$ cat src/rtl/mdcfg_pkg.sv
// Constants, register map and types of the motor driver configuration bank
package mdcfg_pkg;
   localparam int ADDR_W = 8;
   localparam int DATA_W = 16;
   localparam logic [7:0] OFS_PWMG = 8'h1D;
   localparam logic [7:0] OFS_PWM1 = 8'h20;
   localparam logic [7:0] OFS_DRV = 8'h22;
   localparam logic [7:0] OFS_CSA = 8'h23;
   localparam logic [7:0] OFS_SYS = 8'h3F;
   localparam int PAR_B = 15;
   localparam int PWMG_EN_B = 10;
   localparam int PWMG_CNT_LSB = 8;
   localparam int OSC_SRC_LSB = 5;
   localparam int CLK_SEL_LSB = 2;
   localparam int SYNC_ACC_LSB = 0;
   localparam int SSC_OFF_B = 2;
   localparam int PWM_MODE_LSB = 0;
   localparam int DLY_CMP_B = 7;
   localparam int DEAD_LSB = 4;
   localparam int SLEW_LSB = 0;
   localparam int CSA_ON_B = 3;
   localparam int SENSE_GAIN_LSB = 0;
   localparam int SYS_KEY_LSB = 12;
   localparam int SYS_LOCK_B = 7;
   localparam int SYS_PEN_B = 6;
   localparam logic [15:0] PWMG_WMASK = 16'h07FF;
   localparam logic [15:0] PWM1_WMASK = 16'h0007;
   localparam logic [15:0] DRV_WMASK = 16'h0FF3;
   localparam logic [15:0] CSA_WMASK = 16'h000B;
   localparam logic [15:0] SYS_WMASK = 16'h01FF;
   localparam logic [15:0] PWMG_RST = 16'h0000;
   localparam logic [15:0] PWM1_RST_BASE = 16'h0004;
   localparam logic [15:0] DRV_RST = 16'h0000;
   localparam logic [15:0] CSA_RST = 16'h0008;
   localparam logic [15:0] SYS_RST = 16'h0000;
   localparam logic [2:0] SYS_KEY = 3'h5;
   localparam logic [2:0] OSC_SRC_SCLK = 3'h7;
   localparam logic [1:0] PWM_MODE_THREE = 2'h2;
   localparam logic [1:0] PWM_MODE_GEN = 2'h3;
   localparam int CLK_MHZ = 125;
   localparam int DEAD_STEP_NS = 200;
   localparam int DEAD_STEP_CYC = (DEAD_STEP_NS * CLK_MHZ + 999) / 1000;
   localparam int SYNC_BASE_CYC = 512;
   localparam logic [9:0] SYNC_RST_CYC = 10'h200;

   typedef enum logic [2:0] {
      MDCFG_IN_SIX = 3'b001,
      MDCFG_IN_THREE = 3'b010,
      MDCFG_IN_GEN = 3'b100
   } mdcfg_in_mode_t;

   // Input scheme from the 2-bit mode code
   function automatic mdcfg_in_mode_t mdcfg_mode_f(input logic [1:0] code);
      return (code == PWM_MODE_GEN) ? MDCFG_IN_GEN :
             (code == PWM_MODE_THREE) ? MDCFG_IN_THREE : MDCFG_IN_SIX;
   endfunction

   // Dead time in core clock cycles, steps of 200 ns
   function automatic logic [7:0] mdcfg_dead_f(input logic [2:0] code);
      return 8'(int'(code) * DEAD_STEP_CYC);
   endfunction

   // Sync cycle count halves with each code step
   function automatic logic [9:0] mdcfg_sync_f(input logic [1:0] code);
      return 10'(SYNC_BASE_CYC >> code);
   endfunction
endpackage

$ cat src/rtl/mdcfg_if.sv
// Interfaces between the bank core, its write gate and its setting decoder
`timescale 1ns/1ps
interface mdcfg_acc_if;
   import mdcfg_pkg::*;
   logic [ADDR_W-1:0] addr;
   logic [DATA_W-1:0] wdata;
   logic wr;
   logic lock;
   logic we_pwmg;
   logic we_pwm1;
   logic we_drv;
   logic we_csa;
   logic we_sys;
   logic hit;
   modport dec (input addr, wdata, wr, lock, output we_pwmg, we_pwm1, we_drv, we_csa, we_sys, hit);
   modport core (output addr, wdata, wr, lock, input we_pwmg, we_pwm1, we_drv, we_csa, we_sys, hit);
endinterface

interface mdcfg_set_if;
   import mdcfg_pkg::*;
   logic [DATA_W-1:0] pwmg;
   logic [DATA_W-1:0] pwm1;
   logic [DATA_W-1:0] drv;
   logic [9:0] sync_cycles;
   logic sclk_ref;
   mdcfg_in_mode_t mode;
   logic [7:0] dead_cycles;
   logic handshake_only;
   modport dec (input pwmg, pwm1, drv, output sync_cycles, sclk_ref, mode, dead_cycles, handshake_only);
   modport core (output pwmg, pwm1, drv, input sync_cycles, sclk_ref, mode, dead_cycles, handshake_only);
endinterface

$ cat src/rtl/mdcfg_wr_gate.sv
// Address decode, write key check and lock gating
`timescale 1ns/1ps
module mdcfg_wr_gate
(
   mdcfg_acc_if.dec a
);
   import mdcfg_pkg::*;
   wire wr_open;
   wire key_ok;
   assign wr_open = a.wr && !a.lock;
   assign key_ok = (a.wdata[SYS_KEY_LSB +: 3] == SYS_KEY);
   assign a.we_pwmg = wr_open && (a.addr == OFS_PWMG);
   assign a.we_pwm1 = wr_open && (a.addr == OFS_PWM1);
   assign a.we_drv = wr_open && (a.addr == OFS_DRV);
   assign a.we_csa = wr_open && (a.addr == OFS_CSA);
   assign a.we_sys = a.wr && key_ok && (a.addr == OFS_SYS);
   assign a.hit = (a.addr == OFS_PWMG) || (a.addr == OFS_PWM1) || (a.addr == OFS_DRV) ||
                  (a.addr == OFS_CSA) || (a.addr == OFS_SYS);
endmodule

$ cat src/rtl/mdcfg_set_dec.sv
// Decodes stored fields into settings for the driver logic
`timescale 1ns/1ps
module mdcfg_set_dec
(
   mdcfg_set_if.dec s
);
   import mdcfg_pkg::*;
   wire [2:0] dead_code;
   assign dead_code = s.drv[DEAD_LSB +: 3];
   assign s.sync_cycles = mdcfg_sync_f(s.pwmg[SYNC_ACC_LSB +: 2]);
   assign s.sclk_ref = (s.pwmg[OSC_SRC_LSB +: 3] == OSC_SRC_SCLK);
   assign s.mode = mdcfg_mode_f(s.pwm1[PWM_MODE_LSB +: 2]);
   assign s.dead_cycles = mdcfg_dead_f(dead_code);
   assign s.handshake_only = (dead_code == 3'h0);
endmodule

$ cat src/rtl/mdcfg_regs.sv
// Configuration register bank of a three-phase motor driver
`timescale 1ns/1ps
module mdcfg_regs
#(
   parameter logic [1:0] P_PWM_MODE_RST = 2'h3
)
(
   input wire logic i_core_clk,
   input wire logic i_rst_n,
   input wire logic [mdcfg_pkg::ADDR_W-1:0] i_addr,
   input wire logic [mdcfg_pkg::DATA_W-1:0] i_wdata,
   input wire logic i_wr,
   input wire logic i_rd,
   output logic [mdcfg_pkg::DATA_W-1:0] o_rdata,
   output logic [9:0] o_sync_cycles,
   output logic o_sclk_sync_ref,
   output logic [2:0] o_sync_clock_rate_select,
   output logic o_pwm_gen_enable,
   output logic [1:0] o_pwm_counter_mode,
   output logic o_spread_spectrum_on,
   output mdcfg_pkg::mdcfg_in_mode_t o_pwm_input_mode,
   output logic o_delay_compensation_on,
   output logic [7:0] o_dead_time_cycles,
   output logic o_handshake_only,
   output logic [1:0] o_edge_speed,
   output logic o_sense_amp_on,
   output logic [1:0] o_sense_amp_gain,
   output logic o_regs_locked,
   output logic o_parity_enable
);
   import mdcfg_pkg::*;

   localparam logic [15:0] PWM1_RST = PWM1_RST_BASE | {14'h0000, P_PWM_MODE_RST};
   localparam mdcfg_in_mode_t MODE_RST = mdcfg_mode_f(P_PWM_MODE_RST);

   // Even parity over the low fifteen bits
   function automatic logic par_f(input logic [15:0] w);
      return ^w[PAR_B-1:0];
   endfunction

   logic [15:0] pwmg_r;
   logic [15:0] pwm1_r;
   logic [15:0] drv_r;
   logic [15:0] csa_r;
   logic [15:0] sys_r;
   logic [15:0] rdata_r;
   logic [9:0] sync_cycles_r;
   logic sclk_ref_r;
   logic [2:0] clk_sel_r;
   logic pwm_gen_r;
   logic [1:0] cnt_mode_r;
   logic ssc_on_r;
   mdcfg_in_mode_t mode_r;
   logic dly_cmp_r;
   logic [7:0] dead_r;
   logic handshake_r;
   logic [1:0] edge_r;
   logic csa_on_r;
   logic [1:0] gain_r;
   logic lock_r;
   logic pen_r;

   wire [15:0] pwmg_nxt;
   wire [15:0] pwm1_nxt;
   wire [15:0] drv_nxt;
   wire [15:0] csa_nxt;
   wire [15:0] sys_nxt;
   wire [15:0] rd_word;
   wire [15:0] rd_raw;
   wire [15:0] rdata_nxt;
   wire rd_par;

   mdcfg_acc_if acc ();
   mdcfg_set_if set ();

   assign acc.addr = i_addr;
   assign acc.wdata = i_wdata;
   assign acc.wr = i_wr;
   assign acc.lock = sys_r[SYS_LOCK_B];

   mdcfg_wr_gate u_wr_gate
   (
      .a(acc)
   );

   assign set.pwmg = pwmg_r;
   assign set.pwm1 = pwm1_r;
   assign set.drv = drv_r;

   mdcfg_set_dec u_set_dec
   (
      .s(set)
   );

   assign pwmg_nxt = acc.we_pwmg ? (i_wdata & PWMG_WMASK) : pwmg_r;
   assign pwm1_nxt = acc.we_pwm1 ? (i_wdata & PWM1_WMASK) : pwm1_r;
   assign drv_nxt = acc.we_drv ? (i_wdata & DRV_WMASK) : drv_r;
   assign csa_nxt = acc.we_csa ? (i_wdata & CSA_WMASK) : csa_r;
   assign sys_nxt = acc.we_sys ? (i_wdata & SYS_WMASK) : sys_r;

   // Key field is write-only and never stored, so it reads zero
   assign rd_raw = (i_addr == OFS_PWMG) ? pwmg_r :
                   (i_addr == OFS_PWM1) ? pwm1_r :
                   (i_addr == OFS_DRV) ? drv_r :
                   (i_addr == OFS_CSA) ? csa_r : sys_r;
   assign rd_word = acc.hit ? rd_raw : 16'h0000;
   assign rd_par = sys_r[SYS_PEN_B] && par_f(rd_word);
   assign rdata_nxt = i_rd ? {rd_par, rd_word[PAR_B-1:0]} : 16'h0000;

   always_ff @(posedge i_core_clk or negedge i_rst_n)
   begin
      if (!i_rst_n)
      begin
         pwmg_r <= PWMG_RST;
         pwm1_r <= PWM1_RST;
         drv_r <= DRV_RST;
         csa_r <= CSA_RST;
         sys_r <= SYS_RST;
         rdata_r <= 16'h0000;
      end
      else
      begin
         pwmg_r <= pwmg_nxt;
         pwm1_r <= pwm1_nxt;
         drv_r <= drv_nxt;
         csa_r <= csa_nxt;
         sys_r <= sys_nxt;
         rdata_r <= rdata_nxt;
      end
   end

   // Settings toward the driver, one cycle behind the stored fields
   always_ff @(posedge i_core_clk or negedge i_rst_n)
   begin
      if (!i_rst_n)
      begin
         sync_cycles_r <= SYNC_RST_CYC;
         sclk_ref_r <= 1'b0;
         clk_sel_r <= 3'h0;
         pwm_gen_r <= 1'b0;
         cnt_mode_r <= 2'h0;
         ssc_on_r <= 1'b0;
         mode_r <= MODE_RST;
         dly_cmp_r <= 1'b0;
         dead_r <= 8'h00;
         handshake_r <= 1'b1;
         edge_r <= 2'h0;
         csa_on_r <= 1'b1;
         gain_r <= 2'h0;
         lock_r <= 1'b0;
         pen_r <= 1'b0;
      end
      else
      begin
         sync_cycles_r <= set.sync_cycles;
         sclk_ref_r <= set.sclk_ref;
         clk_sel_r <= pwmg_r[CLK_SEL_LSB +: 3];
         pwm_gen_r <= pwmg_r[PWMG_EN_B];
         cnt_mode_r <= pwmg_r[PWMG_CNT_LSB +: 2];
         ssc_on_r <= !pwm1_r[SSC_OFF_B];
         mode_r <= set.mode;
         dly_cmp_r <= drv_r[DLY_CMP_B];
         dead_r <= set.dead_cycles;
         handshake_r <= set.handshake_only;
         edge_r <= drv_r[SLEW_LSB +: 2];
         csa_on_r <= csa_r[CSA_ON_B];
         gain_r <= csa_r[SENSE_GAIN_LSB +: 2];
         lock_r <= sys_r[SYS_LOCK_B];
         pen_r <= sys_r[SYS_PEN_B];
      end
   end

   assign o_rdata = rdata_r;
   assign o_sync_cycles = sync_cycles_r;
   assign o_sclk_sync_ref = sclk_ref_r;
   assign o_sync_clock_rate_select = clk_sel_r;
   assign o_pwm_gen_enable = pwm_gen_r;
   assign o_pwm_counter_mode = cnt_mode_r;
   assign o_spread_spectrum_on = ssc_on_r;
   assign o_pwm_input_mode = mode_r;
   assign o_delay_compensation_on = dly_cmp_r;
   assign o_dead_time_cycles = dead_r;
   assign o_handshake_only = handshake_r;
   assign o_edge_speed = edge_r;
   assign o_sense_amp_on = csa_on_r;
   assign o_sense_amp_gain = gain_r;
   assign o_regs_locked = lock_r;
   assign o_parity_enable = pen_r;
endmodule

$ cat config.mk
export PLATFORM = sky130hd
export DESIGN_NAME = mdcfg_regs
export DESIGN_NICKNAME = d
export VERILOG_FILES = /design/src/rtl/mdcfg_pkg.sv /design/src/rtl/mdcfg_if.sv /design/src/rtl/mdcfg_wr_gate.sv /design/src/rtl/mdcfg_set_dec.sv /design/src/rtl/mdcfg_regs.sv
export SDC_FILE = /design/constraint.sdc
export NUM_CORES = 1
export LEC_CHECK = 0
export BUFFER_PORTS_ARGS = -buffer_cell sky130_fd_sc_hd__buf_2
export CAP_MARGIN = 20
export CORE_ASPECT_RATIO = 0.6
export CORE_MARGIN = 2
export CORE_UTILIZATION = 45
export DETAILED_ROUTE_END_ITERATION = 12
export GPL_TIMING_DRIVEN = 1
export PLACE_DENSITY = 0.73
export SLEW_MARGIN = 30
export SYNTH_ARGS = -nofsm -noshare
export SYNTH_HDL_FRONTEND = slang
export SYNTH_SLANG_ARGS = --single-unit
$ cat constraint.sdc
create_clock -name i_core_clk -period 6.5 [get_ports i_core_clk]
set_input_delay 0.65 -clock i_core_clk [delete_from_list [all_inputs] [get_ports i_core_clk]]
set_output_delay 0.65 -clock i_core_clk [all_outputs]
set_load 0.005 [all_outputs]
==> results.cfg, run 1 <==
[setup_path]
endpoint = o_rdata[15]$_DFF_PN0_
crit_required_ns = 6.72
end_kind = flip-flop
path_cells = buf_2 > or4_1 > nor3_2 > mux2i_1 > a2bb2oi_1 > xnor3_1 > nor2_2 > xnor3_1 > and3_1
cp_slowest_cell = or4_1
cp-start-kind = input pin
r2r_start = pwm1_r[2]$_DFFE_PN1P_
crit_cells = 9
crit_type = input pin to flip-flop
critPathBufInv = 1
reg2regPathDepth = 8
crit_start = i_addr[3]
r2r_slack_ns = 4.09
r2r_end = o_rdata[15]$_DFF_PN0_
critPathTopFamily = simple AND/OR/NAND/NOR gates
slowest_delay_ns = 0.54
crit_fanout = 5
cpMostUsedCell = xnor3_1
crit_arrival_ns = 3.29

[cts]
cts_tree = yes
holdBufCountCts = 0
cts_root_buffer = clkbuf_16
cts.sinks = 80
cts.reportedPaths.clkPinSlew_ns = 0.06
cts_setup_buffers = 0
cts_buffer_depth = 2
cts.repair.resized = 0
htreeDepth = 3
numCtsBuffers = 9
clock_latency_ns = 0.33

[floorplan]
die_h_um = 71.02
rows = 24
die-area_sq_um = 8216
start_util = 0.4635
boundaryPins = 82
die_w_um = 115.7
coreArea_sq_um = 7267

[grt]
grt_max_degree = 81
grt_use_total = 0.1823
grt-ovfl-total = 0
antenna_found_initial = 0
grt_pass1_wl_mm = 10.98
grt_pass1_vias = 2061

[power_and_ir_drop]
p_per_area_nw_per_um2 = 257.5
power.leakage_nw = 2.182
peakVddDrop_mv = 0.1080
finalPower_mw = 1.060

[timing]
skew_ns = 0.004297
timing.final.crit_share = 0.4733
finalSetupTns_ns = 0
final_hold_viol_count = 0
slew_headroom = 0.4559
rsz0062_at_grt = false
fmax_mhz = 325.1
setup_viol = 0
finalMaxSlewViolations = 0
worst_pin_slew_ns = 0.8059
fin_crit_ns = 3.076

[final_layout]
fin_nets = 362
fillers = 622
drive_gt1_frac = 0.4102
design_area_sq_um = 4118
final_core_util = 0.5666
fin_cells = 438
diodes = 0
areaGrowthSynthToFinish_pct = 22.25

[outcome]
status = finished, final reports clean

[detailed_routing]
via_per_inst = 4.934
first_pass_iters = 4
wl_per_cell_um = 15.56
drt-initial-drc-count = 148
drcViolationCount = 0
postRouteAntennaNets = 0
routed_wl_mm = 6.816
num_vias = 2161

[placed_design]
dp_hpwl_mm = 4.930
place_congestion = 0.8647
place_inst = 422
placed_area_sq_um = 3794
portBuffers = 71

[logic_synthesis]
synth_cell_types = 52
synth_seq_area_share = 0.5973
synth_edf_count = 0
synth_area_sq_um = 3368
synth_cells = 255
synth_top_cell_area_share = 0.5349
synthArstFlopShare = 1.000
synth_top_cell_by_area = dfrtp_1
yosysWarnings = 0
syn_area_per_cell_sq_um = 13.21
synth_flop_cell = dfrtp_1
synth.area.top_cells = dfrtp_1 (53%), mux2_2 (10%), dfstp_2 (6.2%), buf_4 (2.5%), xnor3_1 (2.0%)
ys_ff_latch = 80

[min_path]
worst_hold_path_type = input pin to asynchronous set/reset pin

[flow_run]
drv_cap = 0
-- worst min-delay path by stage --
stage / to / start / slack, ns
final: o_delay_compensation_on$_DFF_PN0_ / i_rst_n / 0.34
after global routing: o_sense_amp_on$_DFF_PN1_ / csa_r[3]$_DFFE_PN1P_ / 0.39
after CTS: o_sense_amp_on$_DFF_PN1_ / csa_r[3]$_DFFE_PN1P_ / 0.38
after detailed placement: o_sense_amp_on$_DFF_PN1_ / csa_r[3]$_DFFE_PN1P_ / 0.37
after global placement: o_sense_amp_on$_DFF_PN1_ / csa_r[3]$_DFFE_PN1P_ / 0.37
after floorplan: csa_r[0]$_DFFE_PN0P_ / i_rst_n / 0.35
-- worst reg2reg max path: stages, from the launching register on --
cell and delay, ns:
dfstp_2 0.51, inv_1 0.07, o41a_1 0.42, o211ai_2 0.15
o211a_1 0.20, xnor3_1 0.31, nor2_2 0.11, xnor3_1 0.33
and3_1 0.20
-- layout make-up --
type,count,area [sq um],area share
sequential,80,2012,0.4886
clock inverter,5,81.33,0.01975
tap,104,130.1,0.03160
clock buffer,11,232.7,0.05652
multi-input combinational,155,1251,0.3039
inverter,11,41.29,0.01003
timing repair buffer,72,369.1,0.08964
-- per-layer routing --
| metal | part of all wire | global-route usage | vias up |
|---|---|---|---|
| met4 | 0.0094 | 0.06746 | 0 |
| met3 | 0.075 | 0.06255 | 7 |
| li1 | - | - | 1032 |
| met2 | 0.40 | 0.2313 | 83 |
| met1 | 0.52 | 0.2851 | 1039 |
| met5 | 0 | 0 | - |
-- state kept, by name, summed over array words and instances, names as in the netlist, 2 cells and up --
name                      count
o_dead_time_cycles            7
o_pwm_input_mode              3
o_edge_speed                  2
pwmg_r                       11
o_rdata                      13
o_sense_amp_gain              2
sys_r                         9
o_pwm_counter_mode            2
o_sync_clock_rate_select      3
csa_r                         3
drv_r                        10
o_sync_cycles                 4
pwm1_r                        3
-- cell usage after synthesis (2+ instances only) --
cell type	number
o311ai_0	2
a22oi_1	2
nor3_1	4
nand2_1	12
nor2_1	5
and3_1	9
nor3_2	2
ha_1	5
o21ai_0	9
mux2_2	30
o311ai_1	2
a2bb2oi_1	2
xor2_1	2
nor2b_1	5
xnor2_1	4
buf_4	11
dfstp_2	8
inv_1	11
nand3_1	8
dfrtp_1	72
mux2i_1	3
a21oi_1	2
clkbuf_1	5
nand4_1	5
and2_1	6
xnor3_1	3
-- cells in the final DEF, fill, tap and decap left out, drive strengths merged, types with 4 or more instances in the layout --
master / n
mux2: 31
and3: 10
nand4: 5
clkbuf: 11
conb: 9
nor2: 6
and2: 7
o311ai: 5
inv: 11
dfstp: 8
nand3: 8
dfrtp: 72
buf: 72
o21ai: 9
ha: 5
nor2b: 5
nor3: 7
xnor2: 4
nand2: 12
-- metrics by stage --
step | worst slack (ns) | hold slack [ns]
after detailed placement | 3.112 | 0.3741
final | 3.424 | 0.3361
after floorplan | 3.578 | 0.3544
after global routing | 3.318 | 0.3880
after CTS | 3.455 | 0.3827
after global placement | 3.144 | 0.3693
-- cells by family after synthesis --
group,Yosys count,synth area share
other,1,0.001113
adders and majority gates,5,0.01857
muxes,34,0.1126
AOI/OAI and AO/OA,26,0.05795
buffers and inverters,28,0.04383
and+or+nand+nor,72,0.1330
DFF,80,0.5973
xor gates and xnor gates,9,0.03566
-- power breakdown --
group / leakage (nW) / switching [mW] / internal, mW
logic: 0.984 / 0.0268 / 0.0128
clock network: 0.150 / 0.184 / 0.336
registers: 1.05 / 0.000655 / 0.500
No activity file was read; power rests on OpenSTA's default activity.
==> inputs of run 2 (changes only) <==
--- a/config.mk
+++ b/config.mk
@@ -5,6 +5,7 @@
 export SDC_FILE = /design/constraint.sdc
 export NUM_CORES = 1
 export LEC_CHECK = 0
+export ABC_AREA = 1
 export BUFFER_PORTS_ARGS = -buffer_cell sky130_fd_sc_hd__buf_2
 export CAP_MARGIN = 20
 export CORE_ASPECT_RATIO = 0.6
@@ -12,7 +13,7 @@
 export CORE_UTILIZATION = 45
 export DETAILED_ROUTE_END_ITERATION = 12
 export GPL_TIMING_DRIVEN = 1
-export PLACE_DENSITY = 0.73
+export PLACE_DENSITY = 0.72
 export SLEW_MARGIN = 30
 export SYNTH_ARGS = -nofsm -noshare
 export SYNTH_HDL_FRONTEND = slang
==> constraint.sdc (replaced) <==
create_clock -name i_core_clk -period 3.05 [get_ports i_core_clk]
set_input_delay 0.305 -clock i_core_clk [delete_from_list [all_inputs] [get_ports i_core_clk]]
set_output_delay 0.305 -clock i_core_clk [all_outputs]
set_load 0.005 [all_outputs]
==> results.cfg, run 2 <==
[outcome]
status = complete, but fails checks
violations = hold timing

[detailed_routing]
routed_wl_mm = 8.096
drt-initial-drc-count = 248
first_pass_iters = 5
wl_per_cell_um = 13.19
num_vias = 2974
drcViolationCount = 0
via_per_inst = 4.844
postRouteAntennaNets = 0

[cts]
cts.repair.resized = 0
clock_latency_ns = 0.33
htreeDepth = 3
cts_setup_buffers = 0
cts_tree = yes
holdBufCountCts = 0
cts_buffer_depth = 2
cts.reportedPaths.clkPinSlew_ns = 0.06
cts_root_buffer = clkbuf_16
cts.sinks = 80
numCtsBuffers = 9

[logic_synthesis]
synth_cells = 427
synth.most_common_cell = nand2_1
yosysWarnings = 0
synth_top_cell_by_area = dfrtp_1
synth_edf_count = 0
synth_flop_cell = dfrtp_1
synthTopCellsByCount = nand2_1 (118), dfrtp_1 (72), inv_1 (54)
syn_area_per_cell_sq_um = 8.729
synth_top_cell_area_share = 0.4834
synth.area.top_cells = dfrtp_1 (48%), nand2_1 (12%), dfstp_2 (5.6%), inv_1 (5.4%), o21ai_0 (5.1%)
synth_cell_types = 35
synth_area_sq_um = 3727
ys_ff_latch = 80
synth_seq_area_share = 0.5398
synthArstFlopShare = 1.000

[final_layout]
mostFrequentLayoutCells = nand2_1 (118), dfrtp_1 (72), buf_2 (70)
fillers = 755
largest_reg_flops = 13
final_common_cell = nand2_1
final_core_util = 0.5650
areaGrowthSynthToFinish_pct = 20.44
seqCellArea_sq_um = 2012
drive_gt1_frac = 0.2589
fin_nets = 534
multi_input_area_sq_um = 1426
diodes = 0

[setup_path]
end_kind = flip-flop
crit_fanout = 14
crit_type = input pin to flip-flop
crit_arrival_ns = 2.15
crit_required_ns = 3.31
cp-start-kind = input pin

[timing]
fin_crit_ns = 1.888
rsz0062_at_grt = false
fmax_mhz = 529.7
skew_ns = 0.004972
slew_headroom = 0.5291
finalMaxSlewViolations = 0
finalSetupTns_ns = 0
fin_hold_ws_ns = -0.008449
final_hold_viol_count = 5
timing.final.crit_share = 0.6190
setup_viol = 0
worst_pin_slew_ns = 0.7047

[floorplan]
start_util = 0.4691
coreArea_sq_um = 7945
die_h_um = 74.50
die_w_um = 121.5
die-area_sq_um = 9051
boundaryPins = 82
rows = 25

[power_and_ir_drop]
peakVddDrop_mv = 0.2947
seq_power_share = 0.458
p_per_area_nw_per_um2 = 547.6
internal_power_mw = 1.936
power_switching_share = 0.2126
power.leakage_nw = 2.389
power_frac_comb = 0.055
p_clk_frac = 0.487
netSwitchingPower_mw = 0.5226

[grt]
grt_max_degree = 81
grt-ovfl-total = 0
grt_use_total = 0.1911
grt_pass1_wl_mm = 13.13
antenna_found_initial = 0
grt_pass1_vias = 2762

[min_path]
worst_hold_path_type = input pin to asynchronous set/reset pin

[flow_run]
drv_cap = 0

[placed_design]
dp_hpwl_mm = 5.762
place_congestion = 0.8918
portBuffers = 71
## run 2: changes by cell type after synthesis, sizes merged, moves of 7 or more
cell / before / now
o21ai: 9 / 43
and2: 7 / 0
inv: 11 / 56
nand3: 8 / 29
and3: 10 / 0
nor2: 6 / 48
mux2: 31 / 1
nand2: 12 / 128
## run 2: power by group through the flow
stage               combinational (mW)  clock, mW  sequential (mW)
floorplan                       0.0691          0             1.14
global placement                 0.133          0             1.14
detailed placement               0.137          0             1.14
CTS                              0.138       1.22             1.13
global route                     0.157       1.26             1.13
finish                           0.136       1.20             1.12
## run 2: path summary, 6_finish.rpt
check	from	end	slack (ns)	cells after the start
setup / recovery	i_addr[7]	o_rdata[15]$_DFF_PN0_	1.16	14
hold / removal	i_rst_n	o_sync_clock_rate_select[1]$_DFF_PN0_	-0.008	1
setup reg to reg	pwm1_r[0]$_DFFE_PN1P_	o_rdata[15]$_DFF_PN0_	1.34	11
hold reg to reg	csa_r[3]$_DFFE_PN1P_	o_sense_amp_on$_DFF_PN1_	0.39	0
max in group asynchronous	i_rst_n	o_rdata[11]$_DFF_PN0_	2.57	1
min in group i_core_clk	i_wdata[11]	drv_r[11]$_DFFE_PN0P_	0.20	2
## run 2: metrics by stage
stage / instance area (sq um) / hold WS (ns) / instances / power, mW / setup WS, ns
2_1_floorplan: 3757 / 0.009409 / 435 / 1.210 / 1.374
3_3_place_gp: 4145 / 0.3791 / 598 / 1.276 / 0.9443
3_5_place_dp: 4145 / 0.3810 / 598 / 1.281 / 0.8914
4_1_cts: 4486 / 0.1685 / 614 / 2.482 / 1.228
5_1_grt: 4489 / 0.05786 / 614 / 2.545 / 1.071
6_report: 4489 / -0.008449 / 614 / 2.458 / 1.162
## run 2: area by class of cell
class	count	share of cell area
flip-flops and latches	80	0.4482
multi-input cells	282	0.3177
clock inverters	4	0.01644
clock buffers	12	0.05936
repair buffers	71	0.08055
well taps	108	0.03010
inverters	57	0.04766
## run 2: critical path: stages
cell     delay [ns]
buf_2          0.12
nor2_4         0.18
nand2_1        0.11
nor2_4         0.30
nor2_4         0.09
nand3_4        0.20
nand2_1        0.08
nor2_1         0.19
inv_1          0.09
nand2_1        0.10
nand3_1        0.10
nand2_1        0.07
nand2_1        0.06
a21oi_2        0.14
## run 2: metal layers
layer	up-vias	global-route usage	wire [um]
met2	98	0.3027	3610
met1	1404	0.2579	3890
li1	1463	-	-
met4	0	0.05747	92
met3	9	0.05828	502
met5	-	0	0
## run 2: cells by family (layout without fill, tap and decap cells)
group,after synthesis,after routing,synth area share
flops,80,80,0.5398
simple gates,214,214,0.2766
buf+inv,73,144,0.08560
fa+ha+maj,5,5,0.01678
compound gates,52,52,0.07486
xor+xnor,1,1,0.002350
mux,1,1,0.003021
other cells,1,9,0.001006
